## config.mk

```make
export PLATFORM = sky130hd
export DESIGN_NAME = rfs_core_flat
export DESIGN_NICKNAME = d
export VERILOG_FILES = /design/src/design/rfs_pkg.sv /design/src/design/rfs_if.sv /design/src/design/rfs_core.sv /design/src/flat_wrapper.sv
export VERILOG_INCLUDE_DIRS = /design/src /design/src/design
export SDC_FILE = /design/constraint.sdc
export NUM_CORES = 1
export LEC_CHECK = 0
export ABC_CLOCK_PERIOD_IN_PS = 23800
export BUFFER_PORTS_ARGS = -buffer_cell sky130_fd_sc_hd__clkbuf_2
export CAP_MARGIN = 30
export CELL_PAD_IN_SITES_DETAIL_PLACEMENT = 1
export CELL_PAD_IN_SITES_GLOBAL_PLACEMENT = 2
export CORE_UTILIZATION = 30
export DETAILED_ROUTE_END_ITERATION = 7
export GPL_TIMING_DRIVEN = 0
export PLACE_DENSITY_LB_ADDON = 0.08
export SLEW_MARGIN = 20
export SYNTH_ARGS = -nofsm -noshare
export SYNTH_HDL_FRONTEND = slang
export SYNTH_SLANG_ARGS = --single-unit
```

## constraint.sdc

```tcl
create_clock -name sys_clk -period 23.8 [get_ports sys_clk]
set_input_delay 4.76 -clock sys_clk [delete_from_list [all_inputs] [get_ports sys_clk]]
set_output_delay 4.76 -clock sys_clk [all_outputs]
set_load 0.01 [all_outputs]
```

## src/design/rfs_params.svh

```systemverilog
// Constants for the register file and stack pointer block and its executor
`ifndef RFS_PARAMS_SVH
`define RFS_PARAMS_SVH

// How it works
// - Four read/write port schemes, 8 and 16 bit
// - Working registers mapped at data addresses 0x00-0x1F
// - Top six registers form three low-high pointers
// - Pointers support displacement, post-increment, pre-decrement
// - Stack grows downward; pointer holds top
// - Byte push decrements stack pointer by one
// - Byte pop increments stack pointer by one
// - Calls store return address, pointer minus two
// - Returns fetch return address, pointer plus two
// - Stack pointer resets to 0x10FF
// - Stack pointer bits 15:14 read zero
// - Stack pointer low at 0x5D, high next
// - Short I/O address plus 0x20 gives data address
// - Extended I/O only reachable through data space
// - Extended program address is page above Z
// - Plain program load ignores the page register
// - Unimplemented page bits read zero; write zeros
// - Low byte write held, high write commits both
// - Low byte read latches high into temporary
// - Temporary byte directly readable and writable
// - Software masks interrupts around two-byte accesses
// - Software sets stack pointer before calls

// ----------------------------------------------------------------
// Data space map
// ----------------------------------------------------------------
`define RFS_RF_TOP 16'h001F
`define RFS_IO_OFFSET 16'h0020
`define RFS_IO_TOP 16'h003F
`define RFS_ADDR_PAGE 16'h005B
`define RFS_ADDR_TMP 16'h005C
`define RFS_ADDR_SPL 16'h005D
`define RFS_ADDR_SPH 16'h005E

// ----------------------------------------------------------------
// Reset values and masks
// ----------------------------------------------------------------
`define RFS_SP_RESET 16'h10FF
`define RFS_SP_MASK 16'h3FFF
`define RFS_PAGE_RESET 8'h00
`define RFS_PAGE_MASK 8'h01
`define RFS_PTR_BASE 5'h1A

// ----------------------------------------------------------------
// Executor command registers, word index on the Wishbone bus
// ----------------------------------------------------------------
`define RFS_WB_CMD 2'h0
`define RFS_WB_ARG 2'h1
`define RFS_WB_RES0 2'h2
`define RFS_WB_RES1 2'h3

`endif

```

## src/design/rfs_pkg.sv

```systemverilog
// Types shared by the register file block and its executor
package rfs_pkg;
	// Operation issued for one cycle by the executor
	typedef enum logic [3:0] {
		OP_NOP = 4'h0,
		OP_WR8 = 4'h1,
		OP_WR16 = 4'h2,
		OP_PTR = 4'h3,
		OP_PUSH = 4'h4,
		OP_POP = 4'h5,
		OP_CALL = 4'h6,
		OP_RET = 4'h7,
		OP_DRD = 4'h8,
		OP_DWR = 4'h9,
		OP_IORD = 4'hA,
		OP_IOWR = 4'hB
	} rfs_op_t;

	// Indirect pointer addressing modes
	typedef enum logic [1:0] {
		PM_DISP = 2'h0,
		PM_POSTINC = 2'h1,
		PM_PREDEC = 2'h2
	} rfs_pmode_t;
endpackage

```

## src/design/rfs_if.sv

```systemverilog
// Interface between instruction executor and register file block
`timescale 1ns/10ps
`default_nettype none
interface rfs_if;
	rfs_pkg::rfs_op_t op;
	logic [4:0] rd_a_idx;
	logic [4:0] rd_b_idx;
	logic [4:0] wr_idx;
	logic [15:0] wdata;
	logic [15:0] addr;
	logic [1:0] ptr_sel;
	rfs_pkg::rfs_pmode_t pmode;
	logic [5:0] disp;
	logic pm_ext;
	logic [7:0] rd_a;
	logic [7:0] rd_b;
	logic [15:0] rd_word;
	logic [15:0] ptr_addr;
	logic [7:0] io_rdata;
	logic io_hit;

	// Register file end
	modport dev (
		input op, rd_a_idx, rd_b_idx, wr_idx, wdata, addr,
		input ptr_sel, pmode, disp, pm_ext,
		output rd_a, rd_b, rd_word, ptr_addr, io_rdata, io_hit
	);

	// Executor end
	modport exec (
		output op, rd_a_idx, rd_b_idx, wr_idx, wdata, addr,
		output ptr_sel, pmode, disp, pm_ext,
		input rd_a, rd_b, rd_word, ptr_addr, io_rdata, io_hit
	);
endinterface
`default_nettype wire

```

## src/design/rfs_core.sv

```systemverilog
// Working register file, index pointers, stack pointer and page register
//
// Register access over Wishbone was chosen for this implementation.
`timescale 1ns/10ps
`default_nettype none
`include "rfs_params.svh"
module rfs_core (
	input wire logic sys_clk,
	input wire logic rst,
	rfs_if.dev bus,
	output logic [15:0] stk_addr,
	output logic stk_we,
	output logic [15:0] stk_wdata,
	output logic [15:0] sp_value,
	output logic [23:0] pm_addr
);

	// ----------------------------------------------------------------
	// Storage
	// ----------------------------------------------------------------
	logic [7:0] rf_r [32];
	logic [15:0] sp_r;
	logic [15:0] sp_nxt;
	logic [7:0] page_r;
	logic [7:0] page_nxt;
	logic [7:0] tmp_r;
	logic [7:0] tmp_nxt;
	logic [7:0] rd_a_r;
	logic [7:0] rd_b_r;
	logic [15:0] rd_word_r;
	logic [15:0] ptr_addr_r;
	logic [7:0] io_rdata_r;
	logic io_hit_r;
	logic [15:0] stk_addr_r;
	logic stk_we_r;
	logic [15:0] stk_wdata_r;
	logic [23:0] pm_addr_r;

	// ----------------------------------------------------------------
	// Operation decode
	// ----------------------------------------------------------------
	wire op_wr8 = bus.op == rfs_pkg::OP_WR8;
	wire op_wr16 = bus.op == rfs_pkg::OP_WR16;
	wire op_ptr = bus.op == rfs_pkg::OP_PTR;
	wire op_push = bus.op == rfs_pkg::OP_PUSH;
	wire op_pop = bus.op == rfs_pkg::OP_POP;
	wire op_call = bus.op == rfs_pkg::OP_CALL;
	wire op_ret = bus.op == rfs_pkg::OP_RET;
	wire op_iord = bus.op == rfs_pkg::OP_IORD;
	wire op_iowr = bus.op == rfs_pkg::OP_IOWR;
	wire op_drd = bus.op == rfs_pkg::OP_DRD;
	wire op_dwr = bus.op == rfs_pkg::OP_DWR;

	// ----------------------------------------------------------------
	// Address mapping of data and short I/O accesses
	// ----------------------------------------------------------------
	// Short I/O only spans 64 locations, so anything beyond is refused
	// and the extended range stays data-space only.
	wire io_ok = bus.addr <= `RFS_IO_TOP;
	wire is_io = op_iord | op_iowr;
	wire [15:0] daddr = is_io ? bus.addr + `RFS_IO_OFFSET : bus.addr;
	wire acc_rd = op_drd | (op_iord & io_ok);
	wire acc_wr = op_dwr | (op_iowr & io_ok);
	wire hit_rf = daddr <= `RFS_RF_TOP;
	wire hit_page = daddr == `RFS_ADDR_PAGE;
	wire hit_tmp = daddr == `RFS_ADDR_TMP;
	wire hit_spl = daddr == `RFS_ADDR_SPL;
	wire hit_sph = daddr == `RFS_ADDR_SPH;
	wire hit_any = hit_rf | hit_page | hit_tmp | hit_spl | hit_sph;

	// Read selection; the high stack byte comes from the latched copy
	wire [7:0] rd_mux = hit_rf ? rf_r[daddr[4:0]] :
		hit_page ? page_r :
		hit_tmp ? tmp_r :
		hit_spl ? sp_r[7:0] :
		hit_sph ? tmp_r : 8'h00;

	// ----------------------------------------------------------------
	// Indirect pointers
	// ----------------------------------------------------------------
	// Pair base is even: low byte at base, high byte at base plus one
	wire [4:0] ptr_base = `RFS_PTR_BASE + {2'b00, bus.ptr_sel, 1'b0};
	wire [4:0] ptr_top = {ptr_base[4:1], 1'b1};
	wire [15:0] ptr_cur = {rf_r[ptr_top], rf_r[ptr_base]};
	wire [15:0] ptr_dext = {10'h000, bus.disp};
	wire [15:0] ptr_inc = ptr_cur + 16'h0001;
	wire [15:0] ptr_dec = ptr_cur - 16'h0001;
	wire pm_is_disp = bus.pmode == rfs_pkg::PM_DISP;
	wire pm_is_inc = bus.pmode == rfs_pkg::PM_POSTINC;
	wire pm_is_dec = bus.pmode == rfs_pkg::PM_PREDEC;
	// Effective address; increment uses the old value, decrement the new
	wire [15:0] ptr_eff = pm_is_disp ? ptr_cur + ptr_dext :
		pm_is_dec ? ptr_dec : ptr_cur;
	wire ptr_wb_en = op_ptr & (pm_is_inc | pm_is_dec);
	wire [15:0] ptr_wb = pm_is_inc ? ptr_inc : ptr_dec;

	// ----------------------------------------------------------------
	// Write ports of the register file
	// ----------------------------------------------------------------
	// Byte port serves register writes and data-space stores; word port
	// serves word results and pointer write-back. One op per cycle keeps
	// the two ports from ever aiming at the same entry.
	wire w8_en = op_wr8 | (acc_wr & hit_rf);
	wire [4:0] w8_idx = op_wr8 ? bus.wr_idx : daddr[4:0];
	wire [7:0] w8_dat = bus.wdata[7:0];
	wire w16_en = op_wr16 | ptr_wb_en;
	wire [4:0] w16_idx = op_wr16 ? {bus.wr_idx[4:1], 1'b0} : ptr_base;
	wire [15:0] w16_dat = op_wr16 ? bus.wdata : ptr_wb;

	// One entry per register, each picking its own byte of a port
	genvar gi;
	generate
		for (gi = 0; gi < 32; gi = gi + 1) begin : g_rf
			wire hit8 = w8_en && (w8_idx == 5'(gi));
			wire hit16 = w16_en && (w16_idx[4:1] == 4'(gi / 2));
			always_ff @(posedge sys_clk or posedge rst) begin
				if (rst) begin
					rf_r[gi] <= 8'h00;
				end else if (hit8) begin
					rf_r[gi] <= w8_dat;
				end else if (hit16) begin
					rf_r[gi] <= w16_dat[8 * (gi % 2) +: 8];
				end
			end
		end
	endgenerate

	// ----------------------------------------------------------------
	// Stack pointer, temporary byte and page register
	// ----------------------------------------------------------------
	// Downward stack; a high-byte store commits the held low byte too
	assign sp_nxt = op_push ? sp_r - 16'h0001 :
		op_pop ? sp_r + 16'h0001 :
		op_call ? sp_r - 16'h0002 :
		op_ret ? sp_r + 16'h0002 :
		(acc_wr & hit_sph) ? {bus.wdata[7:0], tmp_r} : sp_r;

	// Single temporary used only by the stack pointer pair and its own address
	assign tmp_nxt = (acc_wr & (hit_spl | hit_tmp)) ? bus.wdata[7:0] :
		(acc_rd & hit_spl) ? sp_r[15:8] : tmp_r;

	// Unimplemented page bits are never stored, so they read zero
	assign page_nxt = (acc_wr & hit_page) ?
		(bus.wdata[7:0] & `RFS_PAGE_MASK) : page_r;

	// Top two pointer bits are cleared on every update
	always_ff @(posedge sys_clk or posedge rst) begin
		if (rst) begin
			sp_r <= `RFS_SP_RESET;
			tmp_r <= 8'h00;
			page_r <= `RFS_PAGE_RESET;
		end else begin
			sp_r <= sp_nxt & `RFS_SP_MASK;
			tmp_r <= tmp_nxt;
			page_r <= page_nxt;
		end
	end

	// ----------------------------------------------------------------
	// Stack memory request
	// ----------------------------------------------------------------
	// Push and call write at the current top before the pointer moves;
	// pop and return read above it, after the pointer has moved.
	wire stk_down = op_push | op_call;
	wire stk_up = op_pop | op_ret;

	always_ff @(posedge sys_clk or posedge rst) begin
		if (rst) begin
			stk_addr_r <= 16'h0000;
			stk_we_r <= 1'b0;
			stk_wdata_r <= 16'h0000;
		end else begin
			stk_addr_r <= stk_up ? sp_r + 16'h0001 : sp_r;
			stk_we_r <= stk_down;
			stk_wdata_r <= bus.wdata;
		end
	end

	// ----------------------------------------------------------------
	// Read ports, access results and program address
	// ----------------------------------------------------------------
	// Two byte ports and one word port sampled every cycle
	wire [4:0] word_lo = {bus.rd_a_idx[4:1], 1'b0};
	wire [4:0] word_hi = {bus.rd_a_idx[4:1], 1'b1};
	// Plain program load keeps the page field at zero
	wire [7:0] pm_page = bus.pm_ext ? page_r : 8'h00;

	always_ff @(posedge sys_clk or posedge rst) begin
		if (rst) begin
			rd_a_r <= 8'h00;
			rd_b_r <= 8'h00;
			rd_word_r <= 16'h0000;
			ptr_addr_r <= 16'h0000;
			io_rdata_r <= 8'h00;
			io_hit_r <= 1'b0;
			pm_addr_r <= 24'h000000;
		end else begin
			rd_a_r <= rf_r[bus.rd_a_idx];
			rd_b_r <= rf_r[bus.rd_b_idx];
			rd_word_r <= {rf_r[word_hi], rf_r[word_lo]};
			ptr_addr_r <= op_ptr ? ptr_eff : ptr_addr_r;
			io_rdata_r <= acc_rd ? rd_mux : 8'h00;
			io_hit_r <= (acc_rd | acc_wr) & hit_any;
			pm_addr_r <= {pm_page, rf_r[31], rf_r[30]};
		end
	end

	// Outputs straight from registers
	assign bus.rd_a = rd_a_r;
	assign bus.rd_b = rd_b_r;
	assign bus.rd_word = rd_word_r;
	assign bus.ptr_addr = ptr_addr_r;
	assign bus.io_rdata = io_rdata_r;
	assign bus.io_hit = io_hit_r;
	assign stk_addr = stk_addr_r;
	assign stk_we = stk_we_r;
	assign stk_wdata = stk_wdata_r;
	assign sp_value = sp_r;
	assign pm_addr = pm_addr_r;

endmodule
`default_nettype wire

```

## src/flat_wrapper.sv

```systemverilog
// flat-port wrapper written by rule: the top's interface ports become plain ports
module rfs_core_flat 
  (sys_clk, rst, stk_addr, stk_we, stk_wdata, sp_value, pm_addr, bus_op, bus_rd_a_idx, bus_rd_b_idx, bus_wr_idx, bus_wdata, bus_addr, bus_ptr_sel, bus_pmode, bus_disp, bus_pm_ext, bus_rd_a, bus_rd_b, bus_rd_word, bus_ptr_addr, bus_io_rdata, bus_io_hit);
  rfs_if bus_i ();
  input wire logic sys_clk;
  input wire logic rst;
  output logic [15:0] stk_addr;
  output logic stk_we;
  output logic [15:0] stk_wdata;
  output logic [15:0] sp_value;
  output logic [23:0] pm_addr;
  input wire logic [$bits(bus_i.op)-1:0] bus_op;
  input wire logic [$bits(bus_i.rd_a_idx)-1:0] bus_rd_a_idx;
  input wire logic [$bits(bus_i.rd_b_idx)-1:0] bus_rd_b_idx;
  input wire logic [$bits(bus_i.wr_idx)-1:0] bus_wr_idx;
  input wire logic [$bits(bus_i.wdata)-1:0] bus_wdata;
  input wire logic [$bits(bus_i.addr)-1:0] bus_addr;
  input wire logic [$bits(bus_i.ptr_sel)-1:0] bus_ptr_sel;
  input wire logic [$bits(bus_i.pmode)-1:0] bus_pmode;
  input wire logic [$bits(bus_i.disp)-1:0] bus_disp;
  input wire logic [$bits(bus_i.pm_ext)-1:0] bus_pm_ext;
  output wire logic [$bits(bus_i.rd_a)-1:0] bus_rd_a;
  output wire logic [$bits(bus_i.rd_b)-1:0] bus_rd_b;
  output wire logic [$bits(bus_i.rd_word)-1:0] bus_rd_word;
  output wire logic [$bits(bus_i.ptr_addr)-1:0] bus_ptr_addr;
  output wire logic [$bits(bus_i.io_rdata)-1:0] bus_io_rdata;
  output wire logic [$bits(bus_i.io_hit)-1:0] bus_io_hit;
  assign bus_i.op = bus_op;
  assign bus_i.rd_a_idx = bus_rd_a_idx;
  assign bus_i.rd_b_idx = bus_rd_b_idx;
  assign bus_i.wr_idx = bus_wr_idx;
  assign bus_i.wdata = bus_wdata;
  assign bus_i.addr = bus_addr;
  assign bus_i.ptr_sel = bus_ptr_sel;
  assign bus_i.pmode = bus_pmode;
  assign bus_i.disp = bus_disp;
  assign bus_i.pm_ext = bus_pm_ext;
  assign bus_rd_a = bus_i.rd_a;
  assign bus_rd_b = bus_i.rd_b;
  assign bus_rd_word = bus_i.rd_word;
  assign bus_ptr_addr = bus_i.ptr_addr;
  assign bus_io_rdata = bus_i.io_rdata;
  assign bus_io_hit = bus_i.io_hit;
  rfs_core u_core (.sys_clk(sys_clk), .rst(rst), .bus(bus_i), .stk_addr(stk_addr), .stk_we(stk_we), .stk_wdata(stk_wdata), .sp_value(sp_value), .pm_addr(pm_addr));
endmodule
```

==> impl_metrics.yaml <==
status:
  status: "complete, no violations"
yosys:
  synth_cells: 2482
  avgSynthCellArea_um2: 11.3
  synth-seq-area-share_pct: 34.5
  synthArstFlopShare_pct: 100
  synth-main-ff-cell: "dfrtp_1"
  syn_area_um2: 28000
  yosys_warnings: 0
  synth_edf_count: 0
  netlist-cell-type-count: 93
  synth_seq_cells: 385
die:
  core_um2: 91900
  die-area_um2: 94400
  rows: 111
  die_h_um: 307
  start_util_pct: 30.4
  die_x_um: 307
  pin_count: 194
cts:
  cts_made_buffers: 50
  cts_tree: "yes"
  clock_path_buffers: 3
  cts_root_buf: "clkbuf_16"
  clk_pin_slew_ns: 0.06
  worstSkewPairLatency_ns: 0.65
  cts-resized-gates: 0
  postCtsSetupBuffers: 0
  cts_hold_buf: 0
  numClockSinks: 385
  htreeDepth: 2
power:
  power-per-cell-area_nw_per_um2: 84.0
  power.total_mw: 2.78
  clkPwrFrac_pct: 29.4
  p_int_mw: 1.65
  netSwitchingPower_mw: 1.13
  share_comb_of_total_power_pct: 32.9
  switching_share_pct: 40.7
  pwr-share-seq_pct: 37.6
  p_leak_nw: 13.5
  peakVddDrop_v: 0.0000528
run:
  timing.max_cap.violations: 0
global_routing:
  grt_overflow: 0
  grt_pass1_wl_um: 226000
  grt_max_degree: 97
  grt_usage_pct: 35.2
  antenna_found_initial: 18
  grt_pass1_vias: 25500
setup_path:
  reg2reg_slack_ns: 19.54
  slowest_stage: "a21oi_1"
  reg2regPathDepth: 11
  startpoint: "bus_ptr_sel[0]"
  path_delay_family: "buffers and inverters"
  critPathKind: "input pin to register"
  r2r_start: "u_core.rf_r[8]$_DFFE_PP0P_"
  cp_cell_sequence: "clkbuf_2 > ha_1 > buf_6 > buf_8 > buf_2 > nor2_1 > a22oi_1 > nand2_1 > inv_1 > ha_1 > a21oi_1 > xor2_1 > a21oi_1 > clkbuf_2 > mux2i_1 > o21ai_0"
  crit_arrival_ns: 9.63
  path_buf_inv: 6
  path_max_fanout: 10
  slowest_delay_ns: 0.84
  startpoint_type: "input pin"
  crit_required_ns: 24.36
  r2r-end: "u_core.rf_r[10]$_DFFE_PP0P_"
  cp_num_cells: 16
  cp-end-kind: "register"
  critPathCapture: "u_core.rf_r[10]$_DFFE_PP0P_"
finish:
  fin_util_pct: 36.0
  design_area_um2: 33100
  nets: 2858
  drive_above_1_share_pct: 31.1
  final_cell_mix: "dfrtp_1 (376), mux4_2 (328), nand2_1 (290), clkbuf_2 (184), nor2_1 (168)"
  area_delta_synth_final_pct: 18.3
  layout_commonest_cell: "dfrtp_1"
  layout.cells.non_filler: 4067
route:
  antenna_left: 0
  wl_per_cell_um: 41.0
  routed_via_density: 6.40
  drc_errors: 0
  postRouteWirelength_um: 167000
  drtIter0Drc: 2967
  first_pass_iters: 5
  via_count: 26000
timing:
  hold_viol: 0
  fin_skew_ns: 0.0240
  setup_slack_ns: 14.72
  drv_slew: 0
  min_period_over_period_pct: 38.1
  finalSetupViolCount: 0
  rsz0062_at_grt: "no"
  timing.hold.ws_ns: 0.480
  tns_ns: 0
  tightest_slew_ns: 1.08
  fmax_mhz: 110
  slew_headroom_pct: 27.9
  period_minus_slack_ns: 9.08
place:
  place_inst: 3947
  gp_congestion: 1.05
  postPlaceCellArea_um2: 31100
  detailedPlace.worstSlack_ns: 14.22
  dp_hpwl_um: 130000
  port_buffers: 168
hold_path:
  min_path_type: "register to register"
synth_stat cells (7+ instances only):
cell | n | area (um^2)
dfrtp_1 | 376 | 9410
mux4_2 | 328 | 7390
nand2_1 | 290 | 1090
nor2_1 | 169 | 634
clkbuf_1 | 152 | 571
o21ai_0 | 119 | 596
a22oi_1 | 113 | 848
a21oi_1 | 103 | 515
mux2_2 | 92 | 1040
mux2i_1 | 55 | 551
buf_1 | 51 | 191
nor3_1 | 43 | 215
xnor2_1 | 36 | 315
nand3_1 | 33 | 165
a21o_1 | 29 | 218
inv_1 | 28 | 105
o22a_1 | 25 | 219
a31oi_1 | 23 | 144
a22o_1 | 20 | 175
buf_2 | 20 | 100
nand2b_1 | 20 | 125
ha_1 | 18 | 225
or2_2 | 18 | 113
nand4_1 | 17 | 106
o221ai_1 | 17 | 149
buf_4 | 16 | 120
xor2_1 | 15 | 131
o211ai_1 | 14 | 105
o22ai_1 | 13 | 81.3
a211oi_1 | 12 | 90.1
a221oi_1 | 12 | 105
and2_1 | 12 | 75.1
or3_1 | 12 | 75.1
mux4_1 | 10 | 263
o21ai_1 | 10 | 50.1
o31ai_1 | 10 | 75.1
dfstp_2 | 9 | 236
nor3_2 | 9 | 90.1
and3_1 | 8 | 50.1
nor2b_1 | 8 | 50.1
o21a_1 | 7 | 52.6
how the worst min path moves through the flow:
stage	startpoint	endpoint	slack, ns	cells past startpoint
after CTS	u_core.bus.ptr_addr[8]$_DFFE_PP0P_	u_core.bus.ptr_addr[8]$_DFFE_PP0P_	0.49	2
after floorplan	u_core.rf_r[0]$_DFFE_PP0P_	u_core.pm_addr[8]$_DFF_PP0_	0.43	0
final	u_core.bus.ptr_addr[8]$_DFFE_PP0P_	u_core.bus.ptr_addr[8]$_DFFE_PP0P_	0.48	2
after global routing	u_core.bus.ptr_addr[6]$_DFFE_PP0P_	u_core.bus.ptr_addr[6]$_DFFE_PP0P_	0.51	2
after detailed placement	u_core.bus.ptr_addr[8]$_DFFE_PP0P_	u_core.bus.ptr_addr[8]$_DFFE_PP0P_	0.47	2
after global placement	u_core.bus.ptr_addr[8]$_DFFE_PP0P_	u_core.bus.ptr_addr[8]$_DFFE_PP0P_	0.47	2
state kept, by name, summed over array words and instances, names as in the netlist:
signal and cells:
u_core.bus.rd_a 8, u_core.sp_value 14, u_core.stk_wdata 16, u_core.bus.io_rdata 8, u_core.bus.rd_b 8, u_core.stk_addr 15, u_core.bus.ptr_addr 16, u_core.stk_we 1
u_core.bus.rd_word 16, u_core.bus.io_hit 1, u_core.tmp_r 8, u_core.pm_addr 17, u_core.page_r 1, u_core.rf_r 256
per-layer routing:
layer  global-route usage (%)  share of wire (%)
met4                     17.2                5.5
met3                     8.40                9.1
met1                     46.5                 41
met5                        0              0.050
met2                     53.9                 45
layout make-up:
cell class / instances / area (um^2)
Fill cell: 10100 / 58900
Inverter: 28 / 113
Timing Repair Buffer: 232 / 1650
Clock inverter: 22 / 275
Antenna cell: 8 / 20.0
Multi-Input combinational cell: 1833 / 17300
Sequential cell: 385 / 9650
Buffer: 245 / 1080
Tap cell: 1243 / 1560
Clock buffer: 71 / 1470
power groups by stage:
stage               Clock, mW  Combinational, mW  Sequential [mW]
detailed placement          0              0.889             1.04
floorplan                   0              0.533            0.889
CTS                     0.833              0.895             1.03
global route            0.856              0.954             1.04
global placement            0              0.868             1.03
finish                  0.818              0.915             1.05
worst reg2reg max path: stages (launching register included):
cell	delay, ns
dfrtp_1	0.67
mux2i_1	0.15
a22oi_1	0.20
nand2_1	0.36
ha_1	0.39
nor2b_1	0.15
a21oi_1	0.19
xor2_1	0.13
a21oi_1	0.84
clkbuf_2	0.71
mux2i_1	0.19
o21ai_0	0.18
kinds of logic after synthesis:
logic type,Yosys count,share of synthesized area (%)
AO/OA/AOI/OAI,585,14.3
XOR/XNOR,51,1.60
adder cells (fa/ha/maj),19,0.877
buffers and inverters,273,4.13
flip-flops,385,34.5
multiplexers,491,33.4
other,1,0.0134
AND/OR/NAND/NOR,677,11.2
Power figures use the tool's default switching activity.
